$ cat config.mk
export PLATFORM = sky130hd
export DESIGN_NAME = spio_port
export DESIGN_NICKNAME = d
export VERILOG_FILES = /design/src/rtl/spio_pkg.sv /design/src/rtl/spio_sync2.sv /design/src/rtl/spio_change_detect.sv /design/src/rtl/spio_port.sv
export SDC_FILE = /design/constraint.sdc
export NUM_CORES = 1
export LEC_CHECK = 0
export BUFFER_PORTS_ARGS = -buffer_cell sky130_fd_sc_hd__buf_2
export CAP_MARGIN = 40
export CORE_ASPECT_RATIO = 1.5
export CORE_MARGIN = 2
export CORE_UTILIZATION = 49
export DETAILED_ROUTE_END_ITERATION = 12
export PLACE_DENSITY = 0.82
export SETUP_SLACK_MARGIN = 0.3
export SLEW_MARGIN = 10
export SYNTH_ARGS = -nofsm -noshare
export SYNTH_HDL_FRONTEND = slang
export SYNTH_SLANG_ARGS = --single-unit
export TNS_END_PERCENT = 20
$ cat constraint.sdc
create_clock -name clock -period 1.77 [get_ports clock]
set_input_delay 0.177 -clock clock [delete_from_list [all_inputs] [get_ports clock]]
set_output_delay 0.177 -clock clock [all_outputs]
set_load 0.03 [all_outputs]
$ cat src/rtl/spio_pkg.sv
// Purpose: Shared constants and carrier types for the shared-pin I/O port block.
// Assumes: Registers are 32-bit words on a classic Wishbone slave, byte addressed.
// Notes:   Narrow registers sit in the low bits; upper bits read as zero.
`default_nettype none
package spio_pkg;
  localparam int PORT_W   = 16;
  localparam int CN_W     = 22;
  localparam int CN_LO_W  = 16;
  localparam int CN_HI_W  = CN_W - CN_LO_W;
  localparam int ADR_W    = 8;

  // Register byte offsets.
  localparam logic [ADR_W-1:0] OFS_DIRECTION   = 8'h00;
  localparam logic [ADR_W-1:0] OFS_LATCH       = 8'h04;
  localparam logic [ADR_W-1:0] OFS_PIN_LEVEL   = 8'h08;
  localparam logic [ADR_W-1:0] OFS_OPEN_DRAIN  = 8'h0C;
  localparam logic [ADR_W-1:0] OFS_CN_EN_LOW   = 8'h10;
  localparam logic [ADR_W-1:0] OFS_CN_EN_HIGH  = 8'h14;
  localparam logic [ADR_W-1:0] OFS_PULLUP_LOW  = 8'h18;
  localparam logic [ADR_W-1:0] OFS_PULLUP_HIGH = 8'h1C;
  localparam logic [ADR_W-1:0] OFS_ANALOG_CFG  = 8'h20;
  localparam logic [ADR_W-1:0] OFS_STATUS      = 8'h24;
  localparam logic [ADR_W-1:0] OFS_CN_LEVEL    = 8'h28;

  // Status register fields.
  localparam int STAT_CHANGE_BIT = 0;
  localparam int STAT_PRIMED_BIT = 1;

  // Values after reset.
  localparam logic [PORT_W-1:0] RST_DIRECTION = 16'hFFFF;
  localparam logic [PORT_W-1:0] RST_LATCH     = 16'h0000;
  localparam logic [PORT_W-1:0] RST_OPEN_DRN  = 16'h0000;
  localparam logic [PORT_W-1:0] RST_ANALOG    = 16'h0000;
  localparam logic [CN_W-1:0]   RST_CN_EN     = 22'h000000;
  localparam logic [CN_W-1:0]   RST_PULLUP    = 22'h000000;

  // Cycles between a pin change and its effect on readback.
  localparam int SYNC_STAGES = 2;

  typedef struct packed {
    logic              cyc;
    logic              stb;
    logic              we;
    logic [3:0]        sel;
    logic [ADR_W-1:0]  adr;
    logic [31:0]       dat;
  } spio_wb_req_t;

  typedef struct packed {
    logic              ack;
    logic [31:0]       dat;
  } spio_wb_rsp_t;
endpackage : spio_pkg
`default_nettype wire

$ cat src/rtl/spio_sync2.sv
// Purpose: Two-stage synchroniser for a vector of asynchronous inputs.
// Assumes: Each bit is independent; no multi-bit coherence is needed.
// Notes:   The first stage feeds only the second stage.
`timescale 1ns/1ps
`default_nettype none
module spio_sync2
  import spio_pkg::*;
#(
  parameter int WIDTH = PORT_W
)
(
  // Clock and reset
  input  wire logic             clock,
  input  wire logic             resetn,
  // Data
  input  wire logic [WIDTH-1:0] asyncIn,
  output logic      [WIDTH-1:0] syncOut
);
  logic [WIDTH-1:0] stage1_reg;

  always_ff @(posedge clock or negedge resetn)
  begin
    if (!resetn)
    begin
      stage1_reg <= '0;
      syncOut    <= '0;
    end
    else
    begin
      stage1_reg <= asyncIn;
      syncOut    <= stage1_reg;
    end
  end
endmodule : spio_sync2
`default_nettype wire

$ cat src/rtl/spio_change_detect.sv
// Purpose: Change-of-state detector with one shared sticky flag.
// Assumes: levelIn is already synchronised to clock.
// Notes:   The first cycle after reset only captures levels, so a pulled-up
//          pin does not raise a false change on its way out of reset.
`timescale 1ns/1ps
`default_nettype none
module spio_change_detect
  import spio_pkg::*;
#(
  parameter int WIDTH = CN_W
)
(
  // Clock and reset
  input  wire logic             clock,
  input  wire logic             resetn,
  // Inputs
  input  wire logic [WIDTH-1:0] levelIn,
  input  wire logic [WIDTH-1:0] enable,
  input  wire logic             clearFlag,
  // Outputs
  output logic                  changeFlag,
  output logic                  primed
);
  logic [WIDTH-1:0] prev_reg;
  logic             changeSeen;

  assign changeSeen = primed && (|(enable & (levelIn ^ prev_reg)));

  always_ff @(posedge clock or negedge resetn)
  begin
    if (!resetn)
    begin
      prev_reg <= '0;
      primed   <= 1'b0;
    end
    else
    begin
      prev_reg <= levelIn;
      primed   <= 1'b1;
    end
  end

  // A change in the clearing cycle keeps the flag set.
  always_ff @(posedge clock or negedge resetn)
  begin
    if (!resetn)
      changeFlag <= 1'b0;
    else if (changeSeen)
      changeFlag <= 1'b1;
    else if (clearFlag)
      changeFlag <= 1'b0;
  end
endmodule : spio_change_detect
`default_nettype wire

$ cat src/rtl/spio_port.sv
// Purpose: Shared-pin parallel I/O port with input change notification.
// Assumes: Classic Wishbone slave, 32-bit data, one clock at 200 MHz. The clock
//          of this block stays on in Sleep; only the processor clocks stop.
// Notes:   Pin levels pass two flip-flops before any read or detection.
//
// The Wishbone register port and the register addresses are this design's own decisions.
`timescale 1ns/1ps
`default_nettype none
module spio_port
  import spio_pkg::*;
#(
  parameter int                NUM_PINS  = PORT_W,
  parameter int                NUM_CN    = CN_W,
  parameter logic [PORT_W-1:0] IMPL_MASK = 16'hFFFF
)
(
  // Clock and reset
  input  wire logic                clock,
  input  wire logic                resetn,
  // Wishbone slave
  input  wire spio_wb_req_t        wbReq,
  output spio_wb_rsp_t             wbRsp,
  // Port pins
  input  wire logic [PORT_W-1:0]   padIn,
  output logic      [PORT_W-1:0]   padOut,
  output logic      [PORT_W-1:0]   padOe,
  // Sharing peripheral
  input  wire logic [PORT_W-1:0]   periphEnable,
  input  wire logic [PORT_W-1:0]   periphDriving,
  input  wire logic [PORT_W-1:0]   periphOut,
  output logic      [PORT_W-1:0]   periphIn,
  // Change notification
  input  wire logic [CN_W-1:0]     changeNoticeIn,
  output logic      [CN_W-1:0]     weakPullupOn,
  // Power management
  input  wire logic                powerSave,
  output logic                     changeIrq,
  output logic                     wakeRequest
);
  // Pins beyond the configured count behave as unimplemented, and change inputs beyond theirs are left out of detection,
  // so a smaller derivative needs no change to the register map.
  localparam logic [PORT_W-1:0] PIN_LIMIT = {PORT_W{1'b1}} >> (PORT_W - NUM_PINS);
  localparam logic [PORT_W-1:0] PIN_MASK  = IMPL_MASK & PIN_LIMIT;
  localparam logic [CN_W-1:0]   CN_MASK   = {CN_W{1'b1}} >> (CN_W - NUM_CN);

  // Register state.
  logic [PORT_W-1:0] direction_reg;
  logic [PORT_W-1:0] latch_reg;
  logic [PORT_W-1:0] openDrain_reg;
  logic [PORT_W-1:0] analog_reg;
  logic [CN_W-1:0]   cnEnable_reg;
  logic [CN_W-1:0]   pullup_reg;

  // Bus handshake.
  logic              ack_reg;
  logic [31:0]       rdata_reg;
  logic [31:0]       rdata_next;
  logic              access;
  logic              wrAccess;
  logic [31:0]       wMask;
  // Write data and byte enables cut to the width of each register.
  logic [PORT_W-1:0] wMaskPort;
  logic [PORT_W-1:0] wDataPort;
  logic [CN_HI_W-1:0] wMaskHigh;
  logic [CN_HI_W-1:0] wDataHigh;

  // Write strobes, one per writable register; hitLatch serves both the latch and the pin level address.
  logic              hitDirection;
  logic              hitLatch;
  logic              hitOpenDrain;
  logic              hitAnalog;
  logic              hitEnableLow;
  logic              hitEnableHigh;
  logic              hitPullupLow;
  logic              hitPullupHigh;
  logic              hitStatus;

  // Pin side.
  logic [PORT_W-1:0] padSync;
  logic [CN_W-1:0]   cnSync;
  logic [PORT_W-1:0] periphOwns;
  logic [PORT_W-1:0] portOwns;
  logic [PORT_W-1:0] driveVal;
  logic [PORT_W-1:0] driveEn;
  logic [PORT_W-1:0] pinRead;

  // Change notification.
  logic              changeFlag;
  logic              cnPrimed;
  logic              clearChange;

  // Merge write data into a port-wide register under the byte enables.
  function automatic logic [PORT_W-1:0] merge(
    input logic [PORT_W-1:0] oldVal,
    input logic [PORT_W-1:0] newVal,
    input logic [PORT_W-1:0] mask
  );
    merge = (oldVal & ~mask) | (newVal & mask);
  endfunction : merge

  spio_sync2 #(
    .WIDTH   (PORT_W)
  ) uPadSync (
    .clock   (clock),
    .resetn  (resetn),
    .asyncIn (padIn),
    .syncOut (padSync)
  );

  spio_sync2 #(
    .WIDTH   (CN_W)
  ) uCnSync (
    .clock   (clock),
    .resetn  (resetn),
    .asyncIn (changeNoticeIn),
    .syncOut (cnSync)
  );

  // Bus slave: one access per request, ack one cycle after strobe.
  assign access   = wbReq.cyc && wbReq.stb && !ack_reg;
  assign wrAccess = access && wbReq.we;
  assign wMask    = {{8{wbReq.sel[3]}}, {8{wbReq.sel[2]}},
                     {8{wbReq.sel[1]}}, {8{wbReq.sel[0]}}};

  assign wMaskPort = wMask[PORT_W-1:0];
  assign wDataPort = wbReq.dat[PORT_W-1:0];
  assign wMaskHigh = wMask[CN_HI_W-1:0];
  assign wDataHigh = wbReq.dat[CN_HI_W-1:0];

  // The pin level address writes the latch, as a port write does.
  assign hitDirection  = wrAccess && wbReq.adr == OFS_DIRECTION;
  assign hitLatch      = wrAccess && (wbReq.adr == OFS_LATCH || wbReq.adr == OFS_PIN_LEVEL);
  assign hitOpenDrain  = wrAccess && wbReq.adr == OFS_OPEN_DRAIN;
  assign hitAnalog     = wrAccess && wbReq.adr == OFS_ANALOG_CFG;
  assign hitEnableLow  = wrAccess && wbReq.adr == OFS_CN_EN_LOW;
  assign hitEnableHigh = wrAccess && wbReq.adr == OFS_CN_EN_HIGH;
  assign hitPullupLow  = wrAccess && wbReq.adr == OFS_PULLUP_LOW;
  assign hitPullupHigh = wrAccess && wbReq.adr == OFS_PULLUP_HIGH;
  assign hitStatus     = wrAccess && wbReq.adr == OFS_STATUS;

  always_ff @(posedge clock or negedge resetn)
  begin
    if (!resetn)
      ack_reg <= 1'b0;
    else
      ack_reg <= access;
  end

  always_ff @(posedge clock or negedge resetn)
  begin
    if (!resetn)
      rdata_reg <= 32'h00000000;
    else if (access && !wbReq.we)
      rdata_reg <= rdata_next;
  end

  assign wbRsp = '{ack: ack_reg, dat: rdata_reg};

  // Direction: unimplemented bits are held at zero.
  always_ff @(posedge clock or negedge resetn)
  begin
    if (!resetn)
      direction_reg <= RST_DIRECTION & PIN_MASK;
    else if (hitDirection)
      direction_reg <= merge(direction_reg, wDataPort, wMaskPort) & PIN_MASK;
  end

  // Latch: written from either the latch or the pin level address.
  always_ff @(posedge clock or negedge resetn)
  begin
    if (!resetn)
      latch_reg <= RST_LATCH;
    else if (hitLatch)
      latch_reg <= merge(latch_reg, wDataPort, wMaskPort) & PIN_MASK;
  end

  always_ff @(posedge clock or negedge resetn)
  begin
    if (!resetn)
      openDrain_reg <= RST_OPEN_DRN;
    else if (hitOpenDrain)
      openDrain_reg <= merge(openDrain_reg, wDataPort, wMaskPort) & PIN_MASK;
  end

  // Analog select: a set bit marks the pin as an analog input channel.
  always_ff @(posedge clock or negedge resetn)
  begin
    if (!resetn)
      analog_reg <= RST_ANALOG;
    else if (hitAnalog)
      analog_reg <= merge(analog_reg, wDataPort, wMaskPort) & PIN_MASK;
  end

  // Change enables are split over a low and a high register; the high register
  // only holds the few inputs above the first sixteen.
  always_ff @(posedge clock or negedge resetn)
  begin
    if (!resetn)
      cnEnable_reg <= RST_CN_EN;
    else if (hitEnableLow)
      cnEnable_reg[CN_LO_W-1:0] <= merge(cnEnable_reg[CN_LO_W-1:0], wDataPort, wMaskPort);
    else if (hitEnableHigh)
      cnEnable_reg[CN_W-1:CN_LO_W] <= (cnEnable_reg[CN_W-1:CN_LO_W] & ~wMaskHigh)
                                      | (wDataHigh & wMaskHigh);
  end

  // Pull-up enables use the same low and high split as the change enables.
  always_ff @(posedge clock or negedge resetn)
  begin
    if (!resetn)
      pullup_reg <= RST_PULLUP;
    else if (hitPullupLow)
      pullup_reg[CN_LO_W-1:0] <= merge(pullup_reg[CN_LO_W-1:0], wDataPort, wMaskPort);
    else if (hitPullupHigh)
      pullup_reg[CN_W-1:CN_LO_W] <= (pullup_reg[CN_W-1:CN_LO_W] & ~wMaskHigh)
                                    | (wDataHigh & wMaskHigh);
  end

  assign weakPullupOn = pullup_reg;

  // Pin ownership. A peripheral only takes the pin while it actually drives.
  assign periphOwns = periphEnable & periphDriving & PIN_MASK;
  assign portOwns   = ~periphOwns & ~direction_reg & PIN_MASK;

  always_comb
  begin
    for (int i = 0; i < PORT_W; i++)
    begin
      if (periphOwns[i])
      begin
        driveVal[i] = periphOut[i];
        driveEn[i]  = 1'b1;
      end
      else
      begin
        driveVal[i] = latch_reg[i];
        driveEn[i]  = portOwns[i];
      end
    end
  end

  // Open drain drives only lows; a high releases the pin for an external pull-up.
  always_ff @(posedge clock or negedge resetn)
  begin
    if (!resetn)
    begin
      padOut <= 16'h0000;
      padOe  <= 16'h0000;
    end
    else
    begin
      padOut <= driveVal & ~openDrain_reg;
      padOe  <= driveEn & ~(openDrain_reg & driveVal);
    end
  end

  // The peripheral sees the pin only while the port is not driving it.
  always_ff @(posedge clock or negedge resetn)
  begin
    if (!resetn)
      periphIn <= 16'h0000;
    else
      periphIn <= padSync & ~portOwns;
  end

  // Readback lags the pin by the two synchroniser stages, so software must leave
  // a short gap between writing a port and reading the same port back.
  assign pinRead = padSync & ~analog_reg & PIN_MASK;

  // Change detection runs on this clock, which keeps going in Sleep.
  assign clearChange = hitStatus && wbReq.sel[0] && wbReq.dat[STAT_CHANGE_BIT];

  spio_change_detect #(
    .WIDTH      (CN_W)
  ) uChange (
    .clock      (clock),
    .resetn     (resetn),
    .levelIn    (cnSync),
    .enable     (cnEnable_reg & CN_MASK),
    .clearFlag  (clearChange),
    .changeFlag (changeFlag),
    .primed     (cnPrimed)
  );

  assign changeIrq   = changeFlag;
  assign wakeRequest = powerSave && changeFlag;

  // Read multiplexer; unmapped addresses read zero and still acknowledge.
  always_comb
  begin
    rdata_next = 32'h00000000;
    case (wbReq.adr)
      OFS_DIRECTION:
        rdata_next[PORT_W-1:0] = direction_reg & IMPL_MASK;
      OFS_LATCH:
        rdata_next[PORT_W-1:0] = latch_reg & IMPL_MASK;
      OFS_PIN_LEVEL:
        rdata_next[PORT_W-1:0] = pinRead;
      OFS_OPEN_DRAIN:
        rdata_next[PORT_W-1:0] = openDrain_reg;
      OFS_CN_EN_LOW:
        rdata_next[CN_LO_W-1:0] = cnEnable_reg[CN_LO_W-1:0];
      OFS_CN_EN_HIGH:
        rdata_next[CN_HI_W-1:0] = cnEnable_reg[CN_W-1:CN_LO_W];
      OFS_PULLUP_LOW:
        rdata_next[CN_LO_W-1:0] = pullup_reg[CN_LO_W-1:0];
      OFS_PULLUP_HIGH:
        rdata_next[CN_HI_W-1:0] = pullup_reg[CN_W-1:CN_LO_W];
      OFS_ANALOG_CFG:
        rdata_next[PORT_W-1:0] = analog_reg;
      OFS_STATUS:
      begin
        rdata_next[STAT_CHANGE_BIT] = changeFlag;
        rdata_next[STAT_PRIMED_BIT] = cnPrimed;
      end
      OFS_CN_LEVEL:
        rdata_next[CN_W-1:0] = cnSync;
      default:
        rdata_next = 32'h00000000;
    endcase
  end
endmodule : spio_port
`default_nettype wire

### After elaboration in Yosys (flattened, before gate mapping)

Index checks and enable logic that the tools add are counted.

* flip-flop bits (word level): 279
* bits in latches: 0
* memory bits (writable): 0
* ROM bits: 0
* bits of input ports: 136
* output and inout port bits: 105
* logic and storage cells: 130
* memories kept: 0

* $add $sub $neg: 0
* multipliers: 0
* divide/modulo/power cells: 0
* order comparisons: 0
* equal/unequal tests: 10
* shift-type cells: 0
* mux-type cells: 38
* bitwise operators: 37
* reductions and logical operators: 25

Operator list (number)
* $and 16x16->16: 14
* $not 16->16: 7
* $or 16x16->16: 6
* $pmux 10 s8: 1
* $pmux 4 s10: 1
* $mux 1: 34
* $eq 8x5->1 const B: 4
* $eq 8x6->1 const B: 3
* $and 22x22->22: 1
* $pmux 2 s11: 1
* $reduce_or 22->1: 1
* $xor 22x22->22: 1
* $and 6x6->6: 3
* $logic_and 1x1->1: 17
* $eq 8x4->1 const B: 2
* $or 6x6->6: 2
* $eq 8x3->1 const B: 1
* $logic_not 8->1: 1
* $mux 6: 1
* $not 6->6: 1
* $reduce_and 2->1: 2
* $logic_not 1->1: 2
* $not 1->1: 2
* $reduce_bool 2->1: 1
* $logic_or 1x1->1: 1

### Logic depth before layout (Yosys ltp)

Gate-level depths: netlist (run 1).

* word-level depth: 8
* mapped depth: 8
* depth with buffers taken out: 5

### Cells and area by module

From an unflattened synthesis (run 1), not the netlist that was laid out.

* cells, all modules: 824
* area, all modules: 11242.0 um2

Modules (own cells, without submodules)
* spio_port: times used 1, cells each 685, area each 8426.8 um2, seq. area each 4499.3 um2
* spio_sync2 (uCnSync): times used 1, cells each 44, area each 1101.1 um2, seq. area each 1101.1 um2
* spio_change_detect: times used 1, cells each 63, area each 913.4 um2, seq. area each 600.6 um2
* spio_sync2 (uPadSync): times used 1, cells each 32, area each 800.8 um2, seq. area each 800.8 um2

### Worst setup path before layout (run 1)

Ideal clock, no wire load.

* kind: register to register
* start point: register ack_reg
* end point: register (tool-made name)
* library setup time: 0.125 ns
* arrival time: 1.723 ns
* data required time: 1.645 ns
* path slack: -0.078 ns
* cell stages (with the launch flop): 7
* path buffers: 1
* period minus slack after synthesis: 1.848 ns
* cell sequence: dfrtp_1 > and3b_1 > and3_1 > clkbuf_1 > and2_1 > nand4_1 > mux2_2

RTL lines
* start, declared: RTL line spio_port.sv:55 `logic ack_reg;`
* start signal, assigned: RTL line spio_port.sv:146 `ack_reg <= access;`

==> results of run 1 <==
## layout by cell type (no fill, tap or decap), types with 6 or more instances in the layout
master | synthesis | layout
dfrtp_1 | 263 | 262
buf_2 | 11 | 209
dlygate4sd3_1 | 0 | 73
mux2_4 | 16 | 62
buf_4 | 11 | 61
mux2_2 | 96 | 50
nor2_1 | 41 | 39
mux2i_1 | 39 | 39
nand2_1 | 39 | 27
clkbuf_16 | 0 | 27
a21oi_1 | 26 | 26
xor2_1 | 22 | 22
a22oi_1 | 21 | 18
a31oi_1 | 17 | 17
nor2b_1 | 16 | 16
dfstp_2 | 16 | 16
and2_1 | 17 | 15
o21a_1 | 14 | 14
buf_6 | 1 | 12
buf_12 | 0 | 12
nand3_1 | 13 | 11
conb_1 | 2 | 11
o22ai_1 | 9 | 9
o21ai_2 | 0 | 9
a22o_1 | 8 | 8
clkbuf_8 | 0 | 8
mux4_2 | 7 | 7
buf_8 | 0 | 7
nand2_2 | 0 | 6
a32o_1 | 6 | 6
clkbuf_1 | 8 | 6
## worst max-delay path by stage
| stage | slack, ps | to |
|---|---|---|
| CTS | -50 | register |
| global route | -130 | register |
| detailed placement | -120 | register |
| global placement | -110 | register |
| finish | -100 | register |
| floorplan | 30 | register |
## critical path, delay by kind of cell, from the launching register on
family | cells | cell delay, ps
flops | 1 | 400
simple gates | 4 | 840
buf+inv | 1 | 220
mux | 1 | 290
## logic make-up after synthesis
logic type	Yosys count
other	2
and+or+nand+nor	160
DFF	279
AOI/OAI and AO/OA	146
xor gates and xnor gates	22
muxes	159
buffers and inverters	39
## where the power goes
group	internal, uW	switching (uW)
clock	3270	2390
sequential	6550	106
combinational	481	616
total	10300	3110
## layer usage
metal | global-route usage | share of wire | up-vias
met2 | 0.4770 | 0.52 | 391
met1 | 0.3259 | 0.37 | 4263
met4 | 0.1264 | 0.047 | 0
met3 | 0.03899 | 0.061 | 95
li1 | - | - | 3681
met5 | 0 | 0 | -
## area by class of cell
cell class	instances	area, sq um
inverters	5	18.77
clock inverters	6	61.31
flip-flops and latches	279	7003
clock buffers	41	808.3
well taps	276	345.3
multi-input cells	498	4427
diodes	1	2.502
repair buffers	374	2715
fillers	1477	7002
## stage by stage
step | instance area, sq um | setup WS (ps) | utilization | instances | hold WS, ps
floorplan | 11230 | 29.99 | - | 816 | -118.6
global route | 15380 | -134.9 | 0.6872 | 1480 | 23.79
detailed placement | 13160 | -124.6 | 0.5880 | 1352 | 148.7
finish | 15380 | -101.8 | 0.6872 | 1480 | 16.32
CTS | 15080 | -51.43 | 0.6739 | 1476 | 10.98
global placement | 13150 | -106.0 | 0.5877 | 1351 | 145.5
## what timing repair did
| item | in CTS | in global routing |
|---|---|---|
| buffers inserted | 4 | 3 |
| setup endpoints to repair | 132 | 131 |
| hold endpoints to repair | 213 | 0 |
| resized for setup | 72 | 79 |
| pin swaps | 16 | 34 |
| hold buffers | 73 | 0 |
==> results.yml, run 1 <==
routing:
  routed-via-count: 8430
  drt_first_pass_iters: 5
  drt-total-wl_um: 33110
  final_antenna_net_count: 0
  via_per_inst: 5.696
  drtIter0Drc: 705
  drc: 0
  wl_per_cell_um: 22.37
run_status:
  violations: "setup timing"
  status: "finished with violations"
power_and_ir_drop:
  power_density_nw_per_um2: 871.8
  peakVddDrop_mv: 0.7673
  leakagePower_uw: 0.007591
  total_power_uw: 13410
grt:
  gr-total-overflow: 0
  grt_pass1_wl_um: 49870
  grt_max_degree: 62
  grt_pass1_vias: 8797
  antenna_found_initial: 1
  grt_usage: 0.2706
synth:
  synth.yosys.seq_area_share: 0.6268
  synth-simple-area-share: 0.07874
  syn_avg_cell_area_sq_um: 13.84
  ys_types: 57
  synthTopCellsByCount: "dfrtp_1 (263), mux2_2 (96), nor2_1 (41), mux2i_1 (39), nand2_1 (39)"
  synthFlopType: "dfrtp_1"
  synth_area_leaders: "dfrtp_1 (59%), mux2_2 (9.7%), dfstp_2 (3.8%)"
  synth_seq_cells: 279
  synth_top_family_by_area: "multiplexers"
  synth_top_area_frac: 0.5892
  synth_area_sq_um: 11170
  ys_warn_count: 0
  synth-xor-area-share: 0.01725
  async_reset_ff_frac: 1.000
  synth_area_leader_cell: "dfrtp_1"
  yosys.area_share.adder: 0
  synthMuxAreaShare: 0.1683
  synth_compound_area_frac: 0.08949
  synth_edf_count: 0
  synth_most_common_cell: "dfrtp_1"
  netlist_instances: 807
setup_path:
  crit_type: "reg2reg"
  rr_worst_depth: 6
  crit_start: "ack_reg"
  end_kind: "register"
  start_kind: "register"
  cp_cell_sequence: "and3b_2 > and3_4 > and2_4 > nand4_1 > buf_6 > mux2_4"
  critPathArrivalTime_ps: 2280
  r2r-start: "ack_reg"
  r2r_slack_ps: -100
  required_ps: 2180
  cp_slowest_cell: "dfrtp_1"
  cp_max_fo: 5
  cpPeakStageDelay_ps: 400
floorplanning:
  start_util: 0.4991
  core_sq_um: 22380
  die_area_sq_um: 24050
  row_count: 67
  die_w_um: 127.3
  boundaryPins: 241
  fp.dieH_um: 188.9
cts:
  cts-htree-levels: 1
  clock_sinks: 279
  clk_pin_slew_ps: 60
  cts_made_buffers: 26
  root_buffer: "clkbuf_16"
  cts_tree: "yes"
  insertion_delay_ps: 530
  cts_max_path_buffers: 3
flow_run:
  maxCapViolations: 0
timing:
  slew_headroom: 0.6354
  setup_viol: 50
  tightest_slew_ps: 545.8
  hold_viol_final: 0
  rsz0062_at_grt: "yes"
  setup_slack_ps: -101.8
  finalSetupTns_ps: -2210
  fin_crit_sh: 1.058
  fmax_ghz: 0.5342
  final.min_clock_period_ps: 1872
  fin_skew_ps: 13.66
  drv_slew: 0
placement:
  port_buffers: 212
  place_congestion: 1.010
  place_hpwl_um: 22560
worst_hold_path:
  min_path_type: "in2reg"
  worstHoldStart: "wbReq[3]"
  whs_path_depth: 2
finish:
  nets: 1320
  area_delta_synth_final_pct: 37.69
  drive_above_1_share: 0.4414
Power figures use the tool's default switching activity.
==> inputs of run 2 (changes only) <==
Settings changed: CORE_UTILIZATION 49 to 40, PLACE_DENSITY 0.82 to 0.7, SKIP_LAST_GASP set to 1.
==> results.yml, run 2 (synthesized netlist as in run 1, its figures left out) <==
placement:
  postPlaceCellArea_sq_um: 13340
  port_buffers: 212
  place_congestion: 0.9094
  pre_cts_slack_ps: -124.6
  place_hpwl_um: 23120
routing:
  routed-wl-met2_um: 16640
  met3_length_um: 1603
  drt_first_pass_iters: 5
  drc: 0
  routed-via-count: 8119
  top_layer: "met4"
  final_antenna_net_count: 0
  via_per_inst: 5.215
  drtIter0Drc: 469
  wl_met1_um: 12430
  drt-total-wl_um: 31760
  wl_per_cell_um: 20.40
run_status:
  status: "finished clean"
floorplanning:
  start_util: 0.4090
  row_count: 74
  fp.dieH_um: 208.7
  core_sq_um: 27310
  die_w_um: 140.4
  boundaryPins: 241
  die_area_sq_um: 29310
finish:
  post-route-util: 0.5542
  area_delta_synth_final_pct: 35.52
  finalInstanceArea_sq_um: 15140
  final_cell_mix: "dfrtp_1 (263), buf_2 (211), mux2_2 (94), buf_4 (80), dlygate4sd3_1 (77)"
  final_common_cell: "dfrtp_1"
  drive_above_1_share: 0.4188
  nets: 1329
  fillers: 2231
setup_path:
  cp_cell_sequence: "and3b_2 > and3_4 > and2_4 > nand4_1 > buf_6 > mux2_4"
  required_ps: 2200
  rr_worst_depth: 6
  critPathArrivalTime_ps: 2140
  cp_max_fo: 5
  end_kind: "register"
  cpPeakStageDelay_ps: 380
  crit_type: "reg2reg"
  start_kind: "register"
  r2r-start: "ack_reg"
  r2r_slack_ps: 60
  cp_slowest_cell: "dfrtp_1"
timing:
  hold_ws_ps: 28.51
  drv_slew: 0
  rsz0062_at_grt: "yes"
  slew_headroom: 0.5687
  fin_crit_sh: 0.9663
  setup_slack_ps: 59.56
  fmax_ghz: 0.5846
  tightest_slew_ps: 640.2
  fin_skew_ps: 9.938
  setup_viol: 0
  final.min_clock_period_ps: 1710
  hold_viol_final: 0
grt:
  grt_pass1_wl_um: 49090
  grt_max_degree: 65
  grt_pass1_vias: 8522
  grt_usage: 0.2173
  antenna_found_initial: 2
  gr-total-overflow: 0
cts:
  insertion_delay_ps: 540
  cts_max_path_buffers: 3
  cts_tree: "yes"
  cts_made_buffers: 27
  clock_sinks: 279
  cts-htree-levels: 1
  clk_pin_slew_ps: 60
  root_buffer: "clkbuf_16"
power_and_ir_drop:
  peakVddDrop_mv: 1.048
  power_density_nw_per_um2: 914.7
  leakagePower_uw: 0.007408
  total_power_uw: 13850
flow_run:
  maxCapViolations: 0
worst_hold_path:
  whs_path_depth: 3
  min_to: "padOe[1]"
  min_path_type: "in2reg"
  worstHoldStart: "periphDriving[1]"
-- run 2: what timing repair did --
item,CTS,global route
resized for setup,11,4
hold endpoints to repair,435,0
setup endpoints to repair,129,132
pin swaps,3,0
buffers inserted,2,0
hold buffers,77,0
-- run 2: area by class of cell --
class | instances | area [sq um] | area share
Multi-Input combinational cell | 498 | 4068 | 0.2687
Antenna cell | 2 | 5.005 | 0.0003306
Tap cell | 342 | 427.9 | 0.02827
Clock buffer | 34 | 742.0 | 0.04901
Sequential cell | 279 | 7002 | 0.4625
Timing Repair Buffer | 382 | 2668 | 0.1762
Clock inverter | 15 | 207.7 | 0.01372
Inverter | 5 | 18.77 | 0.001240
-- run 2: layer usage --
layer,track usage,vias to the layer above
li1,-,3699
met1,0.2638,4074
met2,0.3886,285
met3,0.02933,61
met4,0.08847,0
met5,0,-
-- run 2: per-stage QoR --
stage                     setup TNS (ps)  cells
after floorplan                        0    816
after global placement             -2199   1427
after detailed placement           -3556   1427
after CTS                              0   1555
after global routing                   0   1557
final                                  0   1557
-- run 2: worst max-delay path by stage --
stage              start       endpoint  slack, ps  cells past startpoint
5_1_grt          ack_reg       register          2                      6
2_1_floorplan  wbReq[39]       register         30                      5
4_1_cts          ack_reg       register         50                      6
3_5_place_dp   wbReq[39]  rdata_reg[11]       -120                      6
6_report         ack_reg       register         60                      6
3_3_place_gp   wbReq[34]       register        -90                      7
-- run 2: worst max-delay path, delay by kind of cell, from the launching register on --
| kind | cells | cell delay [ps] |
|---|---|---|
| simple gates | 4 | 740 |
| buf+inv | 1 | 180 |
| flops | 1 | 380 |
| mux | 1 | 290 |
-- run 2: power breakdown --
part / internal, uW / switching (uW) / total (uW)
Clock: 3700 / 2450 / 6150
Sequential: 6550 / 97.0 / 6640
Combinational: 469 / 589 / 1060
